File: src/rtl/baud_pkg.sv
// package: register map, field positions and reset values of the baud divider block
`default_nettype none
package baud_pkg;
    // ------------------------------------------------------------------
    // register offsets (byte addresses, one aligned word each)
    // ------------------------------------------------------------------
    localparam logic [3:0] OFS_BAUD_DIVISOR_HIGH = 4'h0;
    localparam logic [3:0] OFS_BAUD_DIVISOR_LOW  = 4'h4;
    localparam logic [3:0] OFS_CONTROL           = 4'h8;
    localparam logic [3:0] OFS_IRQ_STATUS        = 4'hc;
    // ------------------------------------------------------------------
    // field positions
    // ------------------------------------------------------------------
    localparam int BRK_IRQ_EN_BIT  = 7;
    localparam int EDGE_IRQ_EN_BIT = 6;
    localparam int DIV_HIGH_MSB    = 4;
    localparam int CTL_RX_EN_BIT   = 0;
    localparam int CTL_TX_EN_BIT   = 1;
    localparam int CTL_PIN_SEL_BIT = 2;
    localparam int STS_BRK_BIT     = 0;
    localparam int STS_EDGE_BIT    = 1;
    localparam int DIV_WIDTH       = 13;
    // ------------------------------------------------------------------
    // reset values
    // ------------------------------------------------------------------
    localparam logic [7:0] RST_DIV_HIGH = 8'h00;
    localparam logic [7:0] RST_DIV_LOW  = 8'h04;
    localparam logic [2:0] RST_CONTROL  = 3'h0;
    localparam logic [1:0] RST_STATUS   = 2'h0;
    localparam int         TICKS_PER_BIT = 16;
endpackage : baud_pkg
`default_nettype wire

File: src/rtl/rate_if.sv
// interface: divisor and run control from the register file to the rate counter
`default_nettype none
interface rate_if;
    logic [12:0] divisor;
    logic        run;
    logic        tick;
    modport ctrl (output divisor, output run, input tick);
    modport gen  (input divisor, input run, output tick);
endinterface : rate_if
`default_nettype wire

File: src/rtl/rate_counter.sv
// module: modulo counter producing the oversampling tick
`default_nettype none
module rate_counter
    import baud_pkg::*;
(
    input  wire logic core_clk_i,
    input  wire logic sys_rst_i,
    rate_if.gen       rif
);
    logic [12:0] cnt_ff;
    logic        tick_ff;

    // ------------------------------------------------------------------
    // counter: reloads every divisor cycles, held still at zero divisor
    // ------------------------------------------------------------------
    always_ff @(posedge core_clk_i or posedge sys_rst_i) begin
        if (sys_rst_i) begin
            cnt_ff  <= 13'h0000;
            tick_ff <= 1'b0;
        end else if (!rif.run || rif.divisor == 13'h0000) begin // [RULE_03] [RULE_04]
            cnt_ff  <= 13'h0000;                                // no toggling saves current
            tick_ff <= 1'b0;
        end else if (cnt_ff >= rif.divisor - 13'h0001) begin    // [RULE_09] [RULE_05]
            cnt_ff  <= 13'h0000;
            tick_ff <= 1'b1;
        end else begin
            cnt_ff  <= cnt_ff + 13'h0001;
            tick_ff <= 1'b0;
        end
    end

    assign rif.tick = tick_ff;
endmodule : rate_counter
`default_nettype wire

File: src/rtl/uart_baud_divider.sv
// module: baud divisor registers, rate generator, event interrupts and pin placement
`default_nettype none
// Notes on behaviour
// RULE_01 - pin select 0 routes the second channel to port F bits 0 and 1, select 1 to port E bits 6 and 7.
// RULE_02 - a high byte write is only buffered and the whole divisor changes when the low byte is written.
// RULE_03 - after reset the generator stays stopped until receiver or transmitter enable is first written to 1.
// RULE_04 - a divisor of zero stops the generator entirely.
// RULE_05 - for divisors 1 to 8191 the bit rate is the bus clock over sixteen times the divisor.
// RULE_06 - divisor bits 12:8 live in high register bits 4:0 and bits 7:0 in the low register.
// RULE_07 - high register bit 7 lets the break-detect flag raise the interrupt.
// RULE_08 - high register bit 6 lets the receive-edge flag raise the interrupt.
// RULE_09 - a counter reloading every divisor cycles emits a one-cycle tick at sixteen times the bit rate.
module uart_baud_divider
    import baud_pkg::*;
(
    input  wire logic        core_clk_i,
    input  wire logic        sys_rst_i,
    input  wire logic [3:0]  avs_address_i,
    input  wire logic        avs_read_i,
    input  wire logic        avs_write_i,
    input  wire logic [31:0] avs_writedata_i,
    input  wire logic [3:0]  avs_byteenable_i,
    output logic      [31:0] avs_readdata_o,
    output logic             avs_waitrequest_o,
    input  wire logic        break_detect_event_i,
    input  wire logic        rx_edge_event_i,
    input  wire logic        second_transmit_line_i,
    output logic             second_receive_line_o,
    input  wire logic        port_f_bit_one_i,
    input  wire logic        port_e_bit_seven_i,
    output logic             port_f_bit_zero_o,
    output logic             port_f_bit_zero_oe_o,
    output logic             port_e_bit_six_o,
    output logic             port_e_bit_six_oe_o,
    output logic             oversample_tick_o,
    output logic             receiver_enable_o,
    output logic             transmitter_enable_o,
    output logic             irq_o
);
    import baud_pkg::*;

    // ------------------------------------------------------------------
    // storage
    // ------------------------------------------------------------------
    logic [7:0]  div_high_buf_ff;     // software visible high byte
    logic [4:0]  div_high_work_ff;    // working upper bits
    logic [7:0]  div_low_ff;
    logic        receiver_enable_ff;
    logic        transmitter_enable_ff;
    logic        pin_sel_ff;
    logic        started_ff;
    logic        break_detect_flag_ff;
    logic        rx_edge_flag_ff;
    logic        irq_ff;
    logic [31:0] rdata_ff;
    logic        wait_ff;
    logic        rx_line_ff;
    logic        tx_f_ff;
    logic        tx_e_ff;
    logic        oe_f_ff;
    logic        oe_e_ff;
    logic        tick_ff;

    rate_if rif ();

    // ------------------------------------------------------------------
    // bus decode
    // ------------------------------------------------------------------
    // one wait cycle per access keeps read data registered
    logic access;
    logic wr_go;
    logic rd_go;
    logic wr_lane0;
    assign access   = (avs_read_i || avs_write_i) && wait_ff;
    assign wr_go    = avs_write_i && wait_ff;
    assign rd_go    = avs_read_i && wait_ff;
    assign wr_lane0 = wr_go && avs_byteenable_i[0];

    function automatic logic hit(input logic [3:0] a, input logic [3:0] ofs);
        hit = (a == ofs);
    endfunction : hit

    // waitrequest: high at idle, low for exactly the answering cycle
    always_ff @(posedge core_clk_i or posedge sys_rst_i) begin
        if (sys_rst_i) begin
            wait_ff <= 1'b1;
        end else if (access) begin
            wait_ff <= 1'b0;
        end else begin
            wait_ff <= 1'b1;
        end
    end

    // ------------------------------------------------------------------
    // divisor registers
    // ------------------------------------------------------------------
    // high write buffers only; working value follows a low write
    always_ff @(posedge core_clk_i or posedge sys_rst_i) begin
        if (sys_rst_i) begin
            div_high_buf_ff  <= RST_DIV_HIGH;
            div_high_work_ff <= RST_DIV_HIGH[DIV_HIGH_MSB:0];
            div_low_ff       <= RST_DIV_LOW;
        end else begin
            if (wr_lane0 && hit(avs_address_i, OFS_BAUD_DIVISOR_HIGH)) begin
                div_high_buf_ff <= {avs_writedata_i[7:6], 1'b0, avs_writedata_i[4:0]}; // [RULE_02] [RULE_06]
            end
            if (wr_lane0 && hit(avs_address_i, OFS_BAUD_DIVISOR_LOW)) begin
                div_low_ff       <= avs_writedata_i[7:0];                 // [RULE_06]
                div_high_work_ff <= div_high_buf_ff[DIV_HIGH_MSB:0];      // [RULE_02]
            end
        end
    end

    // ------------------------------------------------------------------
    // control register and generator start latch
    // ------------------------------------------------------------------
    always_ff @(posedge core_clk_i or posedge sys_rst_i) begin
        if (sys_rst_i) begin
            receiver_enable_ff    <= RST_CONTROL[CTL_RX_EN_BIT];
            transmitter_enable_ff <= RST_CONTROL[CTL_TX_EN_BIT];
            pin_sel_ff            <= RST_CONTROL[CTL_PIN_SEL_BIT];
        end else if (wr_lane0 && hit(avs_address_i, OFS_CONTROL)) begin
            receiver_enable_ff    <= avs_writedata_i[CTL_RX_EN_BIT];
            transmitter_enable_ff <= avs_writedata_i[CTL_TX_EN_BIT];
            pin_sel_ff            <= avs_writedata_i[CTL_PIN_SEL_BIT];
        end
    end

    // once started it stays started until reset
    always_ff @(posedge core_clk_i or posedge sys_rst_i) begin
        if (sys_rst_i) begin
            started_ff <= 1'b0;
        end else if (wr_lane0 && hit(avs_address_i, OFS_CONTROL) &&
                     (avs_writedata_i[CTL_RX_EN_BIT] || avs_writedata_i[CTL_TX_EN_BIT])) begin
            started_ff <= 1'b1;                                           // [RULE_03]
        end
    end

    // ------------------------------------------------------------------
    // rate generator
    // ------------------------------------------------------------------
    assign rif.divisor = {div_high_work_ff, div_low_ff};                  // [RULE_06]
    assign rif.run     = started_ff;                                      // [RULE_03]

    rate_counter u_rate_counter (
        .core_clk_i (core_clk_i),
        .sys_rst_i  (sys_rst_i),
        .rif        (rif.gen)
    );

    always_ff @(posedge core_clk_i or posedge sys_rst_i) begin
        if (sys_rst_i) begin
            tick_ff <= 1'b0;
        end else begin
            tick_ff <= rif.tick;                                          // [RULE_09]
        end
    end

    // ------------------------------------------------------------------
    // event flags: write one to clear, a new event wins over the clear
    // ------------------------------------------------------------------
    logic clr_flags;
    assign clr_flags = wr_lane0 && hit(avs_address_i, OFS_IRQ_STATUS);

    always_ff @(posedge core_clk_i or posedge sys_rst_i) begin
        if (sys_rst_i) begin
            break_detect_flag_ff <= RST_STATUS[STS_BRK_BIT];
        end else if (break_detect_event_i) begin
            break_detect_flag_ff <= 1'b1;
        end else if (clr_flags && avs_writedata_i[STS_BRK_BIT]) begin
            break_detect_flag_ff <= 1'b0;
        end
    end

    always_ff @(posedge core_clk_i or posedge sys_rst_i) begin
        if (sys_rst_i) begin
            rx_edge_flag_ff <= RST_STATUS[STS_EDGE_BIT];
        end else if (rx_edge_event_i) begin
            rx_edge_flag_ff <= 1'b1;
        end else if (clr_flags && avs_writedata_i[STS_EDGE_BIT]) begin
            rx_edge_flag_ff <= 1'b0;
        end
    end

    // enables in the high byte act as the mask; flags stay pollable
    always_ff @(posedge core_clk_i or posedge sys_rst_i) begin
        if (sys_rst_i) begin
            irq_ff <= 1'b0;
        end else begin
            irq_ff <= (break_detect_flag_ff && div_high_buf_ff[BRK_IRQ_EN_BIT])  // [RULE_07]
                   || (rx_edge_flag_ff && div_high_buf_ff[EDGE_IRQ_EN_BIT]);     // [RULE_08]
        end
    end

    // ------------------------------------------------------------------
    // read data
    // ------------------------------------------------------------------
    always_ff @(posedge core_clk_i or posedge sys_rst_i) begin
        if (sys_rst_i) begin
            rdata_ff <= 32'h00000000;
        end else if (rd_go) begin
            case (avs_address_i)
                OFS_BAUD_DIVISOR_HIGH: rdata_ff <= {24'h000000, div_high_buf_ff};
                OFS_BAUD_DIVISOR_LOW:  rdata_ff <= {24'h000000, div_low_ff};
                OFS_CONTROL:           rdata_ff <= {29'h00000000, pin_sel_ff,
                                                    transmitter_enable_ff, receiver_enable_ff};
                OFS_IRQ_STATUS:        rdata_ff <= {30'h00000000, rx_edge_flag_ff, break_detect_flag_ff};
                default:               rdata_ff <= 32'h00000000;   // unmapped reads zero
            endcase
        end
    end

    // ------------------------------------------------------------------
    // pin placement of the second channel
    // ------------------------------------------------------------------
    // unselected port stays undriven so its general purpose use is free
    always_ff @(posedge core_clk_i or posedge sys_rst_i) begin
        if (sys_rst_i) begin
            tx_f_ff    <= 1'b1;
            tx_e_ff    <= 1'b1;
            oe_f_ff    <= 1'b0;
            oe_e_ff    <= 1'b0;
            rx_line_ff <= 1'b1;
        end else begin
            tx_f_ff    <= second_transmit_line_i;
            tx_e_ff    <= second_transmit_line_i;
            oe_f_ff    <= !pin_sel_ff && transmitter_enable_ff;       // [RULE_01]
            oe_e_ff    <= pin_sel_ff && transmitter_enable_ff;        // [RULE_01]
            rx_line_ff <= pin_sel_ff ? port_e_bit_seven_i : port_f_bit_one_i; // [RULE_01]
        end
    end

    // ------------------------------------------------------------------
    // outputs
    // ------------------------------------------------------------------
    assign avs_readdata_o        = rdata_ff;
    assign avs_waitrequest_o     = wait_ff;
    assign second_receive_line_o = rx_line_ff;
    assign port_f_bit_zero_o     = tx_f_ff;
    assign port_f_bit_zero_oe_o  = oe_f_ff;
    assign port_e_bit_six_o      = tx_e_ff;
    assign port_e_bit_six_oe_o   = oe_e_ff;
    assign oversample_tick_o     = tick_ff;
    assign receiver_enable_o     = receiver_enable_ff;
    assign transmitter_enable_o  = transmitter_enable_ff;
    assign irq_o                 = irq_ff;
endmodule : uart_baud_divider
`default_nettype wire

File: config.mk
export PLATFORM = sky130hd
export DESIGN_NAME = uart_baud_divider
export DESIGN_NICKNAME = d
export VERILOG_FILES = /design/src/rtl/baud_pkg.sv /design/src/rtl/rate_if.sv /design/src/rtl/rate_counter.sv /design/src/rtl/uart_baud_divider.sv
export SDC_FILE = /design/constraint.sdc
export NUM_CORES = 1
export LEC_CHECK = 0
export BUFFER_PORTS_ARGS = -buffer_cell sky130_fd_sc_hd__buf_4
export CORE_ASPECT_RATIO = 0.6
export CORE_MARGIN = 3
export CORE_UTILIZATION = 35
export DETAILED_ROUTE_END_ITERATION = 8
export SLEW_MARGIN = 20
export SYNTH_ARGS = -nofsm -noshare
export SYNTH_HDL_FRONTEND = slang
export SYNTH_SLANG_ARGS = --single-unit
File: constraint.sdc
create_clock -name core_clk_i -period 7.2 [get_ports core_clk_i]
set_input_delay 1.44 -clock core_clk_i [delete_from_list [all_inputs] [get_ports core_clk_i]]
set_output_delay 1.44 -clock core_clk_i [all_outputs]
set_load 0.005 [all_outputs]
# After elaboration in Yosys (flattened, before gate mapping)
# Cells that the tools add are included.
# totals
regBits	79
inputBits	49
elab_cells	61
# op_classes
addsub	2
order_cmp	1
n_eq_ne	3
muxes	11
reduce_logical	25
# ops
cell	n
$pmux 8 s4	1
$mux 13	2
$logic_and 1x1->1	15
$add 13x1->13 const B	1
$ge 13x13->1	1
$logic_not 13->1	1
$sub 13x1->13 const B	1
$eq 4x4->1 const B	2
$mux 1	8
$eq 4x3->1 const B	1
$logic_not 4->1	1
$logic_or 1x1->1	4
$reduce_bool 2->1	2
$logic_not 1->1	2

# Longest topological paths before layout
# logic_depth
ltp_word	6
mapped_depth	13
mapped_depth_nobuf	12

# Cells and area by module
# From an unflattened synthesis, not the netlist that was laid out.
# unflattened
cells_unflattened	275
hier_area_um2	3050.4
# modules_own_cells
module	n_inst	cells_per_inst	area_each_um2	seq_area_each_um2
uart_baud_divider	1	141	1870.5	1031.0
rate_counter	1	134	1179.9	350.3

# Worst setup path after synthesis
# OpenSTA, ideal clock, no wires.
# synth_path
kind	reg-to-reg
start	register div_low_ff[0]
end	register u_rate_counter.cnt_ff[11]
setup_ns	0.121
t_arrival_ns	2.445
required_ns	7.079
slack_ns	4.634
path_stages_with_launch	12
path_buffers	1
period_less_slack_ns	2.566
path_cell_list	dfrtp_1 > nor4_1 > nand2_1 > nor4_1 > xnor2_1 > ha_1 > nand4_1 > nor4_1 > nor3_1 > o211ai_1 > buf_2 > nor2_1
# synth_via
elab_chain_cells	4
# synth_rtl
item	line_no	rtl
start: declaration	uart_baud_divider.sv:47	logic [7:0] div_low_ff;
start signal: assignment	uart_baud_divider.sv:108	div_low_ff <= avs_writedata_i[7:0];
$sub 13x1->13	rate_counter.sv:23	end else if (cnt_ff >= rif.divisor - 13'h0001) begin
$ge 13x13->1	rate_counter.sv:23	
$mux 13	rate_counter.sv:23	
$mux 13 (*)	rate_counter.sv:20	end else if (!rif.run || rif.divisor == 13'h0000) begin
end signal: assignment	rate_counter.sv:27	cnt_ff <= cnt_ff + 13'h0001;
end: declaration	rate_counter.sv:10	logic [12:0] cnt_ff;
# Mark *: on every way between the ends. The rest lies on a longest branch, timed or not.
# A chain may end at the register's enable or synchronous reset.

# Final worst setup path
# layout_path
start	register div_low_ff[1]
end	register u_rate_counter.cnt_ff[12]
# The elaborated chain is that of the path after synthesis.

==> results.toml <==
[run_status]
status = "completed"

[power_and_ir_drop]
p_total_w = 0.000797
pwr-share-clk = 0.297
internal-power_w = 0.000561
pwr-share-comb = 0.238
p_leak_nw = 1.64
ir_drop_uv = 91.4
switchingPower_w = 0.000236
swShare = 0.296
powerDensity_nw_per_um2 = 232
seqPwrFrac = 0.465

[synth]
ys_ff_latch = 55
syn_area_um2 = 3000
seq_area_frac_synth = 0.460
syn_avg_cell_area_um2 = 10.9
postSynthCellCount = 275
synth_cell_types = 41
synth_warnings = 0

[place]
dp_cells = 414
gp_congestion = 0.799
portBuffers = 39
dp_hpwl_um = 4930
place_ws_ps = 3950

[sta]
fin_crit_ps = 3280
worst_pin_slew_ps = 1060
max_slew_margin = 0.288
fin_hold_ws_ps = 349
max_freq_mhz = 305
min_period_over_period = 0.455
drv_slew = 0
tns_ps = 0
fin_ws_ps = 3920
final-hold-violation-count = 0
setup_viol = 0
clock_skew_ps = 6.17
rsz0062_at_grt = "no"

[worst_setup_path]
crit_arrival_ps = 3410
startpoint_type = "flop"
critical_path_class = "reg -> reg"
cp_max_fo = 14
crit_path_end_kind = "flop"
crit_required_ps = 7330
rr_worst_depth = 8

[grt]
antenna_found_initial = 0
overflow = 0
grt_max_degree = 56
grt_util_all_layers = 0.137
grt_pass1_wl_um = 10500
grt_pass1_vias = 1972

[floorplanning]
core_area_um2 = 8100
fp.dieH_um = 77.8
fp.dieW_um = 126
initial_utilization = 0.371
io_pins = 91
die_area_um2 = 9760
fp-row-count = 25

[routing]
first_pass_iters = 5
remaining_drc_errors = 0
drt-initial-drc-count = 143
antenna_left = 0
vias = 2088
wl_per_cell_um = 15.1
drt-total-wl_um = 6380
vias_per_cell = 4.95

[clock_network]
postCtsSetupBuffers = 0
cts_root_buf = "clkbuf_16"
cts_made_buffers = 5
cts_tree = "built"
clkTransAtPathRegs_ps = 70
clk_latency_ps = 300
clock-sinks = 55
clockBufferDepth = 2
cts_hold_buffers = 0
cts_resized = 0
htree_levels = 2

[finish]
final_layout_size_suffix_gt1_frac = 0.258
antenna_cells = 0
final_cells = 422
n_fill_cell = 764
fin_nets = 377
synthToLayoutAreaGrowth_pct = 14.5

[hold_path]
hold_path_class = "reg -> reg"
worstHoldPathCells = 0

[run]
cap_violations = 0
state kept, by name, indices dropped and copies added, names as in the netlist:
signal and cells:
avs_readdata_o 8, avs_waitrequest_o 1, break_detect_flag_ff 1, div_high_buf_ff 7, div_high_work_ff 5, div_low_ff 8
irq_o 1, oversample_tick_o 1, pin_sel_ff 1, port_e_bit_six_o 1, port_e_bit_six_oe_o 1, port_f_bit_zero_oe_o 1
receiver_enable_o 1, rif.run 1, rx_edge_flag_ff 1, second_receive_line_o 1, transmitter_enable_o 1, u_rate_counter.cnt_ff 13
u_rate_counter.rif.tick 1
cells in the mapped netlist:
cell / n / share of area
nor4_2: 1 / 0.0042
nor3b_1: 3 / 0.0075
o31ai_1: 4 / 0.010
dfstp_2: 4 / 0.035
a22o_1: 4 / 0.012
and2_1: 2 / 0.0042
buf_4: 25 / 0.063
clkbuf_1: 2 / 0.0025
o22ai_1: 1 / 0.0021
or3_1: 1 / 0.0021
xnor2_1: 13 / 0.038
nor3_2: 1 / 0.0033
xor2_1: 8 / 0.023
nand4_1: 11 / 0.023
nor2b_1: 3 / 0.0063
buf_2: 4 / 0.0067
nor2_1: 23 / 0.029
o21ai_0: 3 / 0.0050
inv_1: 5 / 0.0063
and4_1: 2 / 0.0058
o21bai_1: 2 / 0.0050
o211ai_1: 1 / 0.0025
o31a_1: 2 / 0.0058
nor4_1: 4 / 0.0083
mux2i_1: 5 / 0.017
mux2_2: 24 / 0.090
nand3_1: 6 / 0.010
or4_1: 1 / 0.0025
nor3b_2: 1 / 0.0042
ha_1: 15 / 0.063
a21o_1: 2 / 0.0050
conb_1: 1 / 0.0012
mux4_2: 2 / 0.015
nand2_1: 27 / 0.034
buf_6: 1 / 0.0037
a21oi_1: 2 / 0.0033
nor3_1: 4 / 0.0067
nand3b_1: 1 / 0.0025
dfrtp_1: 51 / 0.42
a311o_1: 1 / 0.0033
a211oi_1: 2 / 0.0050
power by group through the flow:
stage               sequential [W]  clock [W]  combinational, W
global route              0.000376   0.000257          0.000216
global placement          0.000376          0          0.000183
finish                    0.000371   0.000237          0.000190
floorplan                 0.000368          0          0.000145
CTS                       0.000371   0.000247          0.000191
detailed placement        0.000376          0          0.000189
logic make-up (layout without fill, tap and decap cells):
family	count (synthesis)	in the layout	share of synthesized area
buffers and inverters	37	53	0.0817
muxes	31	31	0.122
DFF	55	55	0.460
adders and majority gates	15	15	0.0625
and+or+nand+nor	91	91	0.153
xor gates and xnor gates	21	21	0.0613
AOI/OAI and AO/OA	24	24	0.0587
other	1	24	0.00125
critical path: stages (launching register included):
cell	delay, ps
dfrtp_1	440
nor4_1	550
nand2_1	200
nor4_1	270
xnor2_1	130
ha_1	300
nand4_1	180
o211ai_1	900
nor3b_1	140
cell type report:
class | instances | area (um2) | share of cell area
clock buffer | 6 | 129 | 0.0375
inverter | 5 | 18.8 | 0.00546
clock inverter | 2 | 12.5 | 0.00364
tap | 108 | 135 | 0.0393
timing repair buffer | 40 | 300 | 0.0873
multi-input combinational | 206 | 1460 | 0.425
sequential | 55 | 1380 | 0.402
stage by stage:
stage,cell area (um2),util
2_1_floorplan,3090,-
3_3_place_gp,3300,0.407
3_5_place_dp,3300,0.407
4_1_cts,3440,0.425
5_1_grt,3440,0.425
6_report,3440,0.425
worst paths after layout:
check                           slack [ps]                        end               startpoint
worst max-delay path                  3920  u_rate_counter.cnt_ff[12]            div_low_ff[1]
worst min-delay path                   350          oversample_tick_o  u_rate_counter.rif.tick
worst max register to register        3920  u_rate_counter.cnt_ff[12]            div_low_ff[1]
worst min register to register         350          oversample_tick_o  u_rate_counter.rif.tick
max in group asynchronous             5410        div_high_work_ff[3]                sys_rst_i
min in group asynchronous             1330          oversample_tick_o                sys_rst_i
layer usage:
metal | vias up | global-route usage | share of wire
met5 | - | 0 | 0
met4 | 0 | 0.0595 | 0.019
met3 | 9 | 0.0351 | 0.075
met2 | 74 | 0.165 | 0.37
met1 | 1011 | 0.222 | 0.53
li1 | 994 | - | -
layout by cell type, fill, tap and decap left out, drive strengths merged, types with 2 or more instances in the layout:
| cell type | instances |
|---|---|
| a211oi | 2 |
| a21o | 2 |
| a21oi | 2 |
| a22o | 4 |
| and2 | 2 |
| and4 | 2 |
| buf | 40 |
| clkbuf | 6 |
| conb | 24 |
| dfrtp | 51 |
| dfstp | 4 |
| ha | 15 |
| inv | 5 |
| mux2 | 24 |
| mux2i | 5 |
| mux4 | 2 |
| nand2 | 27 |
| nand3 | 6 |
| nand4 | 11 |
| nor2 | 23 |
| nor2b | 3 |
| nor3 | 5 |
| nor3b | 4 |
| nor4 | 5 |
| o21ai | 3 |
| o21bai | 2 |
| o31a | 2 |
| o31ai | 4 |
| xnor2 | 13 |
| xor2 | 8 |
Note: power is estimated with default switching activity, not from simulation.
